## src/iss_pkg.sv

```systemverilog
// package: register map, instruction fields and state types of the instruction subset executor
package iss_pkg;
   // register byte offsets on the avalon slave
   localparam logic [9:0] OFS_INSTRUCTION       = 10'h000;
   localparam logic [9:0] OFS_ACCUMULATOR       = 10'h004;
   localparam logic [9:0] OFS_HIGH_PAGE_BUFFER  = 10'h008;
   localparam logic [9:0] OFS_TABLE_HIGH_PTR    = 10'h00C;
   localparam logic [9:0] OFS_PROGRAM_COUNTER   = 10'h010;
   localparam logic [9:0] OFS_STATUS            = 10'h014;
   localparam logic [9:0] OFS_STACK_POINTER     = 10'h018;
   localparam logic [9:0] OFS_FILE_BASE         = 10'h100;
   localparam logic [9:0] OFS_STACK_BASE        = 10'h200;

   // instruction word fields
   localparam int IMM_LSB   = 0;
   localparam int FADDR_LSB = 8;
   localparam int BIT_LSB   = 14;
   localparam int OP_LSB    = 17;
   localparam int INSTR_W   = 20;

   // status register fields
   localparam int ST_ZERO   = 0;
   localparam int ST_BUSY   = 1;
   localparam int ST_SKIP   = 2;
   localparam int ST_SP_LSB = 4;

   // sizes and reset values
   localparam int FILE_DEPTH  = 64;
   localparam int STACK_DEPTH = 8;
   localparam int PC_W        = 10;
   localparam int SP_W        = 3;
   localparam logic [7:0]      RST_ACC = 8'h00;
   localparam logic [PC_W-1:0] RST_PC  = 10'h000;
   localparam logic [SP_W-1:0] RST_SP  = 3'h0;
   localparam logic [PC_W-1:0] PC_STEP = 10'h001;

   // operation codes of the instruction word
   typedef enum logic [2:0] {
      OP_AND_IMMEDIATE_INTO_ACCUMULATOR = 3'h0,
      OP_BIT_SET_IN_FILE_REGISTER       = 3'h1,
      OP_TEST_BIT_SKIP_WHEN_CLEAR       = 3'h2,
      OP_TEST_BIT_SKIP_WHEN_SET         = 3'h3,
      OP_SUBROUTINE_JUMP_IMMEDIATE      = 3'h4,
      OP_SUBROUTINE_JUMP_COMPUTED       = 3'h5
   } opcode_t;

   typedef enum logic [1:0] {
      ST_IDLE,
      ST_EXECUTE,
      ST_SECOND
   } exec_state_t;

   // whole state of the executor
   typedef struct packed {
      exec_state_t                      state;
      logic [INSTR_W-1:0]               instr;
      logic [7:0]                       accumulator;
      logic [7:0]                       high_page_buffer;
      logic [7:0]                       table_high_pointer;
      logic [PC_W-1:0]                  pc;
      logic [PC_W-1:0]                  target;
      logic                             call_pending;
      logic                             zero;
      logic                             skip_taken;
      logic [SP_W-1:0]                  sp;
      logic [FILE_DEPTH-1:0][7:0]       file_reg;
      logic [STACK_DEPTH-1:0][PC_W-1:0] stack;
      logic                             rd_done;
      logic [31:0]                      readdata;
   } core_state_t;
endpackage

```

## src/instruction_subset_exec.sv

```systemverilog
// instruction subset executor: six core instructions behind an avalon-mm slave
// Behaviour
// - immediate and into accumulator, zero flag, one cycle
// - bit set forces file bit, zero flag kept
// - skip next when tested bit is zero
// - skip next when tested bit is one
// - taken skip runs nop, two cycles total
// - calls push pc plus one on stack
// - immediate call: high page buffer, operand
// - computed call: table pointer, accumulator
`timescale 1ns/100ps
`default_nettype none
module instruction_subset_exec (
   input  wire logic        clk_sys_i,
   input  wire logic        sys_rst_i,
   input  wire logic [9:0]  avs_address_i,
   input  wire logic        avs_read_i,
   input  wire logic        avs_write_i,
   input  wire logic [31:0] avs_writedata_i,
   input  wire logic [3:0]  avs_byteenable_i,
   output logic      [31:0] avs_readdata_o,
   output logic             avs_waitrequest_o,
   output logic             busy_o
);

   iss_pkg::core_state_t s;
   iss_pkg::core_state_t next_s;

   // merge the enabled byte lanes of a write into the old word
   function automatic logic [31:0] merge_lanes(input logic [31:0] old_w,
                                               input logic [31:0] new_w,
                                               input logic [3:0]  be);
      logic [31:0] res;
      res = old_w;
      for (int i = 0; i < 4; i++) begin
         if (be[i]) begin
            res[i*8 +: 8] = new_w[i*8 +: 8];
         end
      end
      return res;
   endfunction

   // decoded fields of the held instruction
   logic [7:0]              imm;
   logic [5:0]              faddr;
   logic [2:0]              bitsel;
   iss_pkg::opcode_t        op;
   logic [7:0]              file_val;
   logic                    tested_bit;
   logic [iss_pkg::PC_W-1:0] pc_next_seq;
   logic                    busy;
   logic                    bus_stall;
   logic                    wr_ok;
   logic [7:0]              waddr;
   logic [31:0]             status_word;

   assign imm         = s.instr[iss_pkg::IMM_LSB +: 8];
   assign faddr       = s.instr[iss_pkg::FADDR_LSB +: 6];
   assign bitsel      = s.instr[iss_pkg::BIT_LSB +: 3];
   assign op          = iss_pkg::opcode_t'(s.instr[iss_pkg::OP_LSB +: 3]);
   assign file_val    = s.file_reg[faddr];
   assign tested_bit  = file_val[bitsel];
   assign pc_next_seq = s.pc + iss_pkg::PC_STEP;
   assign busy        = (s.state != iss_pkg::ST_IDLE);
   assign waddr       = avs_address_i[9:2];
   assign status_word = {25'h0000000, s.sp, 1'b0, s.skip_taken, busy, s.zero};

   // writes wait while an instruction runs so software never races the core
   assign bus_stall = avs_write_i & busy;
   assign wr_ok     = avs_write_i & ~busy;

   assign avs_waitrequest_o = (avs_read_i & ~s.rd_done) | bus_stall;
   assign avs_readdata_o    = s.readdata;
   assign busy_o            = busy;

   // next state: bus access, then the execution sequencer
   always_comb begin
      logic [31:0] rd;
      logic [31:0] wv;
      rd     = 32'h00000000;
      wv     = 32'h00000000;
      next_s = s;

      // register read, answered one cycle later from a flop
      next_s.rd_done = avs_read_i & ~s.rd_done;
      if (avs_read_i & ~s.rd_done) begin
         if (avs_address_i[9:8] == iss_pkg::OFS_FILE_BASE[9:8]) begin
            rd = {24'h000000, s.file_reg[avs_address_i[7:2]]};
         end else if (avs_address_i[9:8] == iss_pkg::OFS_STACK_BASE[9:8]) begin
            if (avs_address_i[7:5] == 3'h0) begin
               rd = {22'h000000, s.stack[avs_address_i[4:2]]};
            end
         end else begin
            unique case ({avs_address_i[9:2], 2'b00})
               iss_pkg::OFS_INSTRUCTION:      rd = {12'h000, s.instr};
               iss_pkg::OFS_ACCUMULATOR:      rd = {24'h000000, s.accumulator};
               iss_pkg::OFS_HIGH_PAGE_BUFFER: rd = {24'h000000, s.high_page_buffer};
               iss_pkg::OFS_TABLE_HIGH_PTR:   rd = {24'h000000, s.table_high_pointer};
               iss_pkg::OFS_PROGRAM_COUNTER:  rd = {22'h000000, s.pc};
               iss_pkg::OFS_STATUS:           rd = status_word;
               iss_pkg::OFS_STACK_POINTER:    rd = {29'h00000000, s.sp};
               default:                       rd = 32'h00000000;
            endcase
         end
         next_s.readdata = rd;
      end

      // register write; only taken while idle, unmapped writes are dropped
      if (wr_ok) begin
         if (avs_address_i[9:8] == iss_pkg::OFS_FILE_BASE[9:8]) begin
            wv = merge_lanes({24'h000000, s.file_reg[avs_address_i[7:2]]},
                             avs_writedata_i, avs_byteenable_i);
            next_s.file_reg[avs_address_i[7:2]] = wv[7:0];
         end else begin
            unique case ({waddr, 2'b00})
               iss_pkg::OFS_INSTRUCTION: begin
                  wv = merge_lanes({12'h000, s.instr}, avs_writedata_i, avs_byteenable_i);
                  next_s.instr = wv[iss_pkg::INSTR_W-1:0];
                  next_s.state = iss_pkg::ST_EXECUTE; // writing the word launches it
               end
               iss_pkg::OFS_ACCUMULATOR: begin
                  wv = merge_lanes({24'h000000, s.accumulator}, avs_writedata_i,
                                   avs_byteenable_i);
                  next_s.accumulator = wv[7:0];
               end
               iss_pkg::OFS_HIGH_PAGE_BUFFER: begin
                  wv = merge_lanes({24'h000000, s.high_page_buffer}, avs_writedata_i,
                                   avs_byteenable_i);
                  next_s.high_page_buffer = wv[7:0];
               end
               iss_pkg::OFS_TABLE_HIGH_PTR: begin
                  wv = merge_lanes({24'h000000, s.table_high_pointer}, avs_writedata_i,
                                   avs_byteenable_i);
                  next_s.table_high_pointer = wv[7:0];
               end
               iss_pkg::OFS_PROGRAM_COUNTER: begin
                  wv = merge_lanes({22'h000000, s.pc}, avs_writedata_i, avs_byteenable_i);
                  next_s.pc = wv[iss_pkg::PC_W-1:0];
               end
               iss_pkg::OFS_STATUS: begin
                  wv = merge_lanes(status_word, avs_writedata_i, avs_byteenable_i);
                  next_s.zero = wv[iss_pkg::ST_ZERO];
               end
               iss_pkg::OFS_STACK_POINTER: begin
                  wv = merge_lanes({29'h00000000, s.sp}, avs_writedata_i, avs_byteenable_i);
                  next_s.sp = wv[iss_pkg::SP_W-1:0];
               end
               default: begin
                  wv = 32'h00000000;
               end
            endcase
         end
      end

      // execution sequencer
      unique case (s.state)
         iss_pkg::ST_IDLE: begin
         end
         iss_pkg::ST_EXECUTE: begin
            next_s.skip_taken   = 1'b0;
            next_s.call_pending = 1'b0;
            next_s.state        = iss_pkg::ST_IDLE;
            next_s.pc           = pc_next_seq;
            unique case (op)
               iss_pkg::OP_AND_IMMEDIATE_INTO_ACCUMULATOR: begin
                  // one cycle, only the zero flag follows the result
                  next_s.accumulator = s.accumulator & imm;
                  next_s.zero = ((s.accumulator & imm) == 8'h00);
               end
               iss_pkg::OP_BIT_SET_IN_FILE_REGISTER: begin
                  next_s.file_reg[faddr][bitsel] = 1'b1;
               end
               iss_pkg::OP_TEST_BIT_SKIP_WHEN_CLEAR: begin
                  if (!tested_bit) begin
                     next_s.skip_taken = 1'b1;
                     next_s.state      = iss_pkg::ST_SECOND;
                  end
               end
               iss_pkg::OP_TEST_BIT_SKIP_WHEN_SET: begin
                  if (tested_bit) begin
                     next_s.skip_taken = 1'b1;
                     next_s.state      = iss_pkg::ST_SECOND;
                  end
               end
               iss_pkg::OP_SUBROUTINE_JUMP_IMMEDIATE: begin
                  next_s.stack[s.sp]  = pc_next_seq;
                  next_s.sp           = s.sp + 3'h1;
                  next_s.target       = {s.high_page_buffer[1:0], imm};
                  next_s.call_pending = 1'b1;
                  next_s.state        = iss_pkg::ST_SECOND;
               end
               iss_pkg::OP_SUBROUTINE_JUMP_COMPUTED: begin
                  next_s.stack[s.sp]  = pc_next_seq;
                  next_s.sp           = s.sp + 3'h1;
                  next_s.target       = {s.table_high_pointer[1:0], s.accumulator};
                  next_s.call_pending = 1'b1;
                  next_s.state        = iss_pkg::ST_SECOND;
               end
               default: begin
                  // unused codes retire as a plain no-operation
               end
            endcase
         end
         iss_pkg::ST_SECOND: begin
            // the prefetched word is dropped: a call jumps, a skip steps past it
            if (s.call_pending) begin
               next_s.pc = s.target;
            end else begin
               next_s.pc = pc_next_seq;
            end
            next_s.call_pending = 1'b0;
            next_s.state        = iss_pkg::ST_IDLE;
         end
      endcase
   end

   // single register stage for the whole state
   always_ff @(posedge clk_sys_i) begin
      if (sys_rst_i) begin
         s             <= '0;
         s.state       <= iss_pkg::ST_IDLE;
         s.accumulator <= iss_pkg::RST_ACC;
         s.pc          <= iss_pkg::RST_PC;
         s.sp          <= iss_pkg::RST_SP;
      end else begin
         s <= next_s;
      end
   end

endmodule // instruction_subset_exec
`default_nettype wire

```

## config.mk

```make
export PLATFORM = sky130hd
export DESIGN_NAME = instruction_subset_exec
export DESIGN_NICKNAME = d
export VERILOG_FILES = /design/src/iss_pkg.sv /design/src/instruction_subset_exec.sv
export SDC_FILE = /design/constraint.sdc
export NUM_CORES = 2
export LEC_CHECK = 0
export ABC_AREA = 1
export BUFFER_PORTS_ARGS = -buffer_cell sky130_fd_sc_hd__buf_2
export CELL_PAD_IN_SITES_DETAIL_PLACEMENT = 1
export CELL_PAD_IN_SITES_GLOBAL_PLACEMENT = 1
export CORE_MARGIN = 2
export CORE_UTILIZATION = 29
export DETAILED_ROUTE_END_ITERATION = 10
export PLACE_DENSITY_LB_ADDON = 0.15
export SYNTH_ARGS = -nofsm -noshare
export SYNTH_HDL_FRONTEND = slang
export SYNTH_SLANG_ARGS = --single-unit
export TNS_END_PERCENT = 10
```

## constraint.sdc

```tcl
create_clock -name clk_sys_i -period 2.4 [get_ports clk_sys_i]
set_input_delay 0 -clock clk_sys_i [delete_from_list [all_inputs] [get_ports clk_sys_i]]
set_output_delay 0 -clock clk_sys_i [all_outputs]
set_load 0.03 [all_outputs]
```

### Word-level counts from Yosys, hierarchy flattened

Index checks and enable logic that the tools add are counted.
Widths: inputs -> output; s select.

| word-level totals | value |
|---|---|
| register bits after elaboration | 697 |
| input bits | 50 |
| output and inout port bits | 34 |
| logic and storage cells | 218 |

| operators by class | value |
|---|---|
| $add $sub $neg | 2 |
| order comparisons | 9 |
| equal/unequal tests | 16 |
| multiplexer cells | 67 |
| bitwise operators | 9 |
| reductions and logical operators | 27 |

Operators by type and width:

| kind | number |
|---|---|
| $mux 512 | 2 |
| $mux 597 | 1 |
| $mux 515 | 1 |
| $bwmux 512 | 1 |
| $or 512x512->512 | 1 |
| $mux 8 | 18 |
| $pmux 20 s7 | 1 |
| $mux 56 | 2 |
| $bmux 8 s6 | 2 |
| $demux 8 s6 | 2 |
| $bwmux 80 | 1 |
| $mux 80 | 1 |
| $mux 32 | 2 |
| $mux 10 | 5 |
| $bmux 10 s3 | 1 |
| $demux 10 s3 | 1 |
| $reduce_and 4->1 | 7 |
| $eq 8x3->1 const B | 3 |
| $mux 22 | 1 |
| $pmux 11 s2 | 1 |
| $pmux 10 s2 | 1 |
| $eq 8x2->1 const B | 2 |
| $logic_not 8->1 | 2 |
| $reduce_bool 3->1 | 5 |
| other kinds (32) | 66 |

### Longest topological paths before layout

| depth | value |
|---|---|
| depth in word-level cells | 11 |
| mapped depth | 19 |
| mapped depth without buffers | 16 |

### Worst setup path after synthesis

OpenSTA, ideal clock, no wires.

| timing path | value |
|---|---|
| path kind | register -> register |
| from | reg s[641] (netlist name) |
| to | reg s[650] (netlist name) |
| setup time | 134 ps |
| arrival | 2103 ps |
| required time | 2266 ps |
| slack | 163 ps |
| cell stages (with the launch flop) | 11 |
| path buffers | 1 |
| period minus slack after synthesis | 2237 ps |
| cells stage by stage | dfxtp_1 clkbuf_1 inv_1 nor3_1 nand4_1 nor2_1 nand3_1 xor2_1 o21ai_0 o211ai_1 a31oi_1 |

| on the way | value |
|---|---|
| longest elaborated chain between the ends | 3 |

Ends and longest elaborated chain:

| element | RTL line | RTL |
|---|---|---|
| from (decl) | instruction_subset_exec.sv:26 | `iss_pkg::core_state_t s;` |
| from (signal assigned) | instruction_subset_exec.sv:226 | `s <= next_s;` |
| $add 10x1->10 * | instruction_subset_exec.sv:63 | `assign pc_next_seq = s.pc + iss_pkg::PC_STEP;` |
| $mux 10 | instruction_subset_exec.sv:206 | `if (s.call_pending) begin` |
| $pmux 10 s2 * | instruction_subset_exec.sv:156 | `unique case (s.state)` |

Mark *: on every way between the ends. The rest lies on a longest branch, timed or not.
A chain may end at the register's enable or synchronous reset.

### Worst setup path in the final report

| timing path | value |
|---|---|
| from | reg s, in the netlist faddr[0] |
| to | reg s[696] (netlist name) |

| on the way | value |
|---|---|
| longest elaborated chain between the ends | 7 |
| elaborated cells on any way between the ends | 8 |
| those cells by class | 8 x mux |

Ends and longest elaborated chain:

| element | RTL line | RTL |
|---|---|---|
| $bmux 8 s6 * | instruction_subset_exec.sv:61 | `assign file_val = s.file_reg[faddr];` |
| $mux 8 (implied by the code) * | instruction_subset_exec.sv:61 |  |
| $bmux 1 s3 * | instruction_subset_exec.sv:62 | `assign tested_bit = file_val[bitsel];` |
| $mux 1 (implied by the code) * | instruction_subset_exec.sv:62 |  |
| $mux 2, on equally long branches | instruction_subset_exec.sv:180, instruction_subset_exec.sv:174 |  |
| $pmux 2 s3 * | instruction_subset_exec.sv:164 | `unique case (op)` |
| $pmux 2 s2 * | instruction_subset_exec.sv:156 |  |

Mark *: on every way between the ends. The rest lies on a longest branch, timed or not. The select of a mux whose other input is x is not followed.

==> flow_metrics.tcl <==
set metrics [dict create \
    crit_path_max_fanout 16 \
    firstDrtPassIters 5 \
    wire_length_of_the_first_global_routing_pass_mm 334 \
    area.sequential_um2 13700 \
    design.final.nets 6475 \
    status "finished, violations left" \
    via_count_of_the_first_global_routing_pass 46200 \
    synthesis_to_finish_area_growth_pct 38.6 \
    ios 84 \
    path_buf_inv 5 \
    layout_commonest_cell "nand2_1" \
    synth.cell_area_um2 38700 \
    met1_length_mm 102 \
    mostFrequentLayoutCells "nand2_1, buf_4, dfxtp_1, a21oi_1, inv_1" \
    finish.cell_count_without_fillers 8263 \
    floorplan.rows 134 \
    clock_sink_count 685 \
    final_period_utilization_pct 115 \
    clk_buf_depth 3 \
    required_arrival_time_at_the_worst_endpoint_ns 3.07 \
    post_syn_area_per_cell_um2 6.70 \
    groute.usage.overall_pct 33.3 \
    tritoncts_clock_tree "done" \
    slowest_stage "dfxtp_4" \
    finClkSkew_ns 0.0549 \
    grt_start_max_net_pins 146 \
    synth_cell_type_count 55 \
    gr-total-overflow 0 \
    routed.top_layer "met5" \
    met2WireLength_mm 104 \
    fin_ws_ns -0.351 \
    worst-setup-path-type "reg2reg" \
    cts-root-buf "clkbuf_16" \
    met3WireLength_mm 20.8 \
    die_wd_um 369 \
    route.vias.total 47500 \
    hold_path_class "in2reg" \
    postSynth.topFlopCell "dfxtp_1" \
    power.density_cell_area_nw_per_um2 530 \
    postSynthRegisterBits 685 \
    slew_headroom_pct 32.3 \
    synth_async_sr_flop_share_pct 0 \
    initialDrtViolationCount 4687 \
    cell_chain_of_the_critical_path "buf_12, buf_16, buf_12, o211ai_1, nand2_1, o21ai_2, buf_4, nand3_1, nor2_1, nor2_1, nor2_2, buf_6, nand3_2, nand3_2, nand3_2, a21oi_2" \
    synth_enable_flop_cells 0 \
    share_of_layout_cells_above_drive_strength_1_pct 24.3 \
    ctsHtreeMaxLevel 3 \
    cp_data_arrival_time_ns 3.42 \
    multi_input_area_um2 21700 \
    most_used_cell_cp "nand3_2" \
    maxSlewViolCount 0 \
    route.final.wire_length_mm 241 \
    total_leakage_power_nw 19.8 \
    synth_seq_area_share_pct 35.4 \
    dp_cells 7986 \
    end_kind "flop" \
    worst-slew-pin-transition_ns 1.01 \
    drc 0 \
    final_antenna_net_count 0 \
    viasPerCell 5.75 \
    cap_violations 0 \
    cp_top_family "buffers and inverters" \
    number_of_buffers_inserted_by_port_buffering 56 \
    pre_cts_slack_ns -0.632 \
    wl_per_cell_um 29.2 \
    insertion_delay_ns 0.76 \
    antenna_violations_before_repair 5 \
    synth.yosys.warnings 0 \
    dp_hpwl_mm 161 \
    max_stage_delay_ns 0.36 \
    setup_violations 78 \
    final_hold_viol_count 0 \
    fillCellCount 16300 \
    timing.final.crit_period_ns 2.75 \
    failing_checks "setup timing" \
    rsz0062_at_grt "yes" \
    number_of_cells_produced_by_synthesis 5777 \
    max-vdd-ir-drop_uv 661 \
    fmaxAchievable_ghz 0.363 \
    tritoncts.num_buffers 89 \
    floorplan.core_area_um2 133000 \
    floorplan.die.height_um 369 \
    timing.setup.tns_ns -3.46 \
    timing.critical_path.from_type "flop" \
    floorplan.initialDensity_pct 29.1 \
    clk_transition_reported_paths_ns 0.06 \
    finalWeightedCongestion 0.965 \
    floorplan.die_area_um2 136000 \
]
-- cells by family after synthesis --
logic type	synth area share, %
adder cells (fa/ha/maj)	0.162
AO/OA/AOI/OAI	31.0
AND/OR/NAND/NOR	20.3
other	0.00969
buffers and inverters	12.9
XOR/XNOR	0.136
flip-flops	35.4
-- repair_timing --
| action | 4_1_cts | 5_1_grt |
|---|---|---|
| gates resized for setup | 313 | 299 |
| setup buffers | 30 | 19 |
| hold endpoints to repair | 333 | 0 |
| hold buffers | 26 | 0 |
| cloned | 25 | 22 |
| pin swaps | 90 | 71 |
| setup endpoints to repair | 464 | 538 |
-- metal layers --
layer | vias to the layer above | track usage (%)
met5 | - | 0
met4 | 2 | 16.2
li1 | 21100 | -
met3 | 542 | 5.10
met1 | 23700 | 45.1
met2 | 2265 | 51.3
-- final timing paths --
path                                       start                  to  slack [ns]  cells after the start
worst max-delay path                    faddr[0]              s[696]       -0.35                     16
worst min-delay path            avs_address_i[8]  avs_readdata_o[16]        0.09                      7
worst max register to register          faddr[0]              s[696]       -0.35                     16
worst min register to register              flop                flop        0.46                      2
-- metrics by stage --
step           hold WS (ns)  area [um^2]  power (W)  util [%]
4_1_cts              0.0618        52100     0.0283      39.2
3_5_place_dp          0.310        46800     0.0136      35.2
2_1_floorplan         0.135        38700     0.0125         -
3_3_place_gp          0.303        46800     0.0136      35.2
6_report             0.0854        53700     0.0284      40.4
5_1_grt               0.116        53700     0.0291      40.4
-- power breakdown --
part | leakage (nW) | switching [W] | internal (W)
combinational | 12.7 | 0.00179 | 0.000803
clock | 1.51 | 0.00614 | 0.00833
sequential | 5.52 | 0.00000758 | 0.0114
total | 19.8 | 0.00793 | 0.0205
-- synth_stat cells (all sizes together) (16+ instances only) --
| library cell | number | area [um^2] |
|---|---|---|
| a22oi | 296 | 2220 |
| o2111ai | 20 | 175 |
| a21oi | 706 | 3540 |
| nand3 | 281 | 1410 |
| a221oi | 21 | 184 |
| inv | 703 | 2640 |
| buf | 227 | 1500 |
| a211oi | 18 | 135 |
| o211ai | 120 | 901 |
| nand4 | 16 | 100 |
| a32oi | 32 | 280 |
| dfxtp | 685 | 13700 |
| nor2 | 487 | 1900 |
| nor3 | 27 | 156 |
| o22ai | 367 | 2310 |
| o21ai | 327 | 1670 |
| nand2 | 1123 | 4260 |
| clkbuf | 222 | 833 |
| o221ai | 21 | 184 |
-- worst reg2reg max path, stage by stage, from the launching register on --
cell      delay [ns]
dfxtp_4         0.36
buf_12          0.16
buf_16          0.20
buf_12          0.17
o211ai_1        0.30
nand2_1         0.15
o21ai_2         0.23
buf_4           0.16
nand3_1         0.09
nor2_1          0.11
nor2_1          0.06
nor2_2          0.12
buf_6           0.15
nand3_2         0.11
nand3_2         0.10
nand3_2         0.07
a21oi_2         0.13
-- area by class of cell --
cell class | instances | share of cell area (%)
antenna | 1 | 0.00466
timing repair buffer | 988 | 19.1
tap | 1768 | 4.12
clock inverter | 35 | 0.926
inverter | 713 | 5.05
multi-input combinational | 3943 | 40.4
clock buffer | 130 | 4.83
sequential | 685 | 25.6
Power figures use the tool's default switching activity.
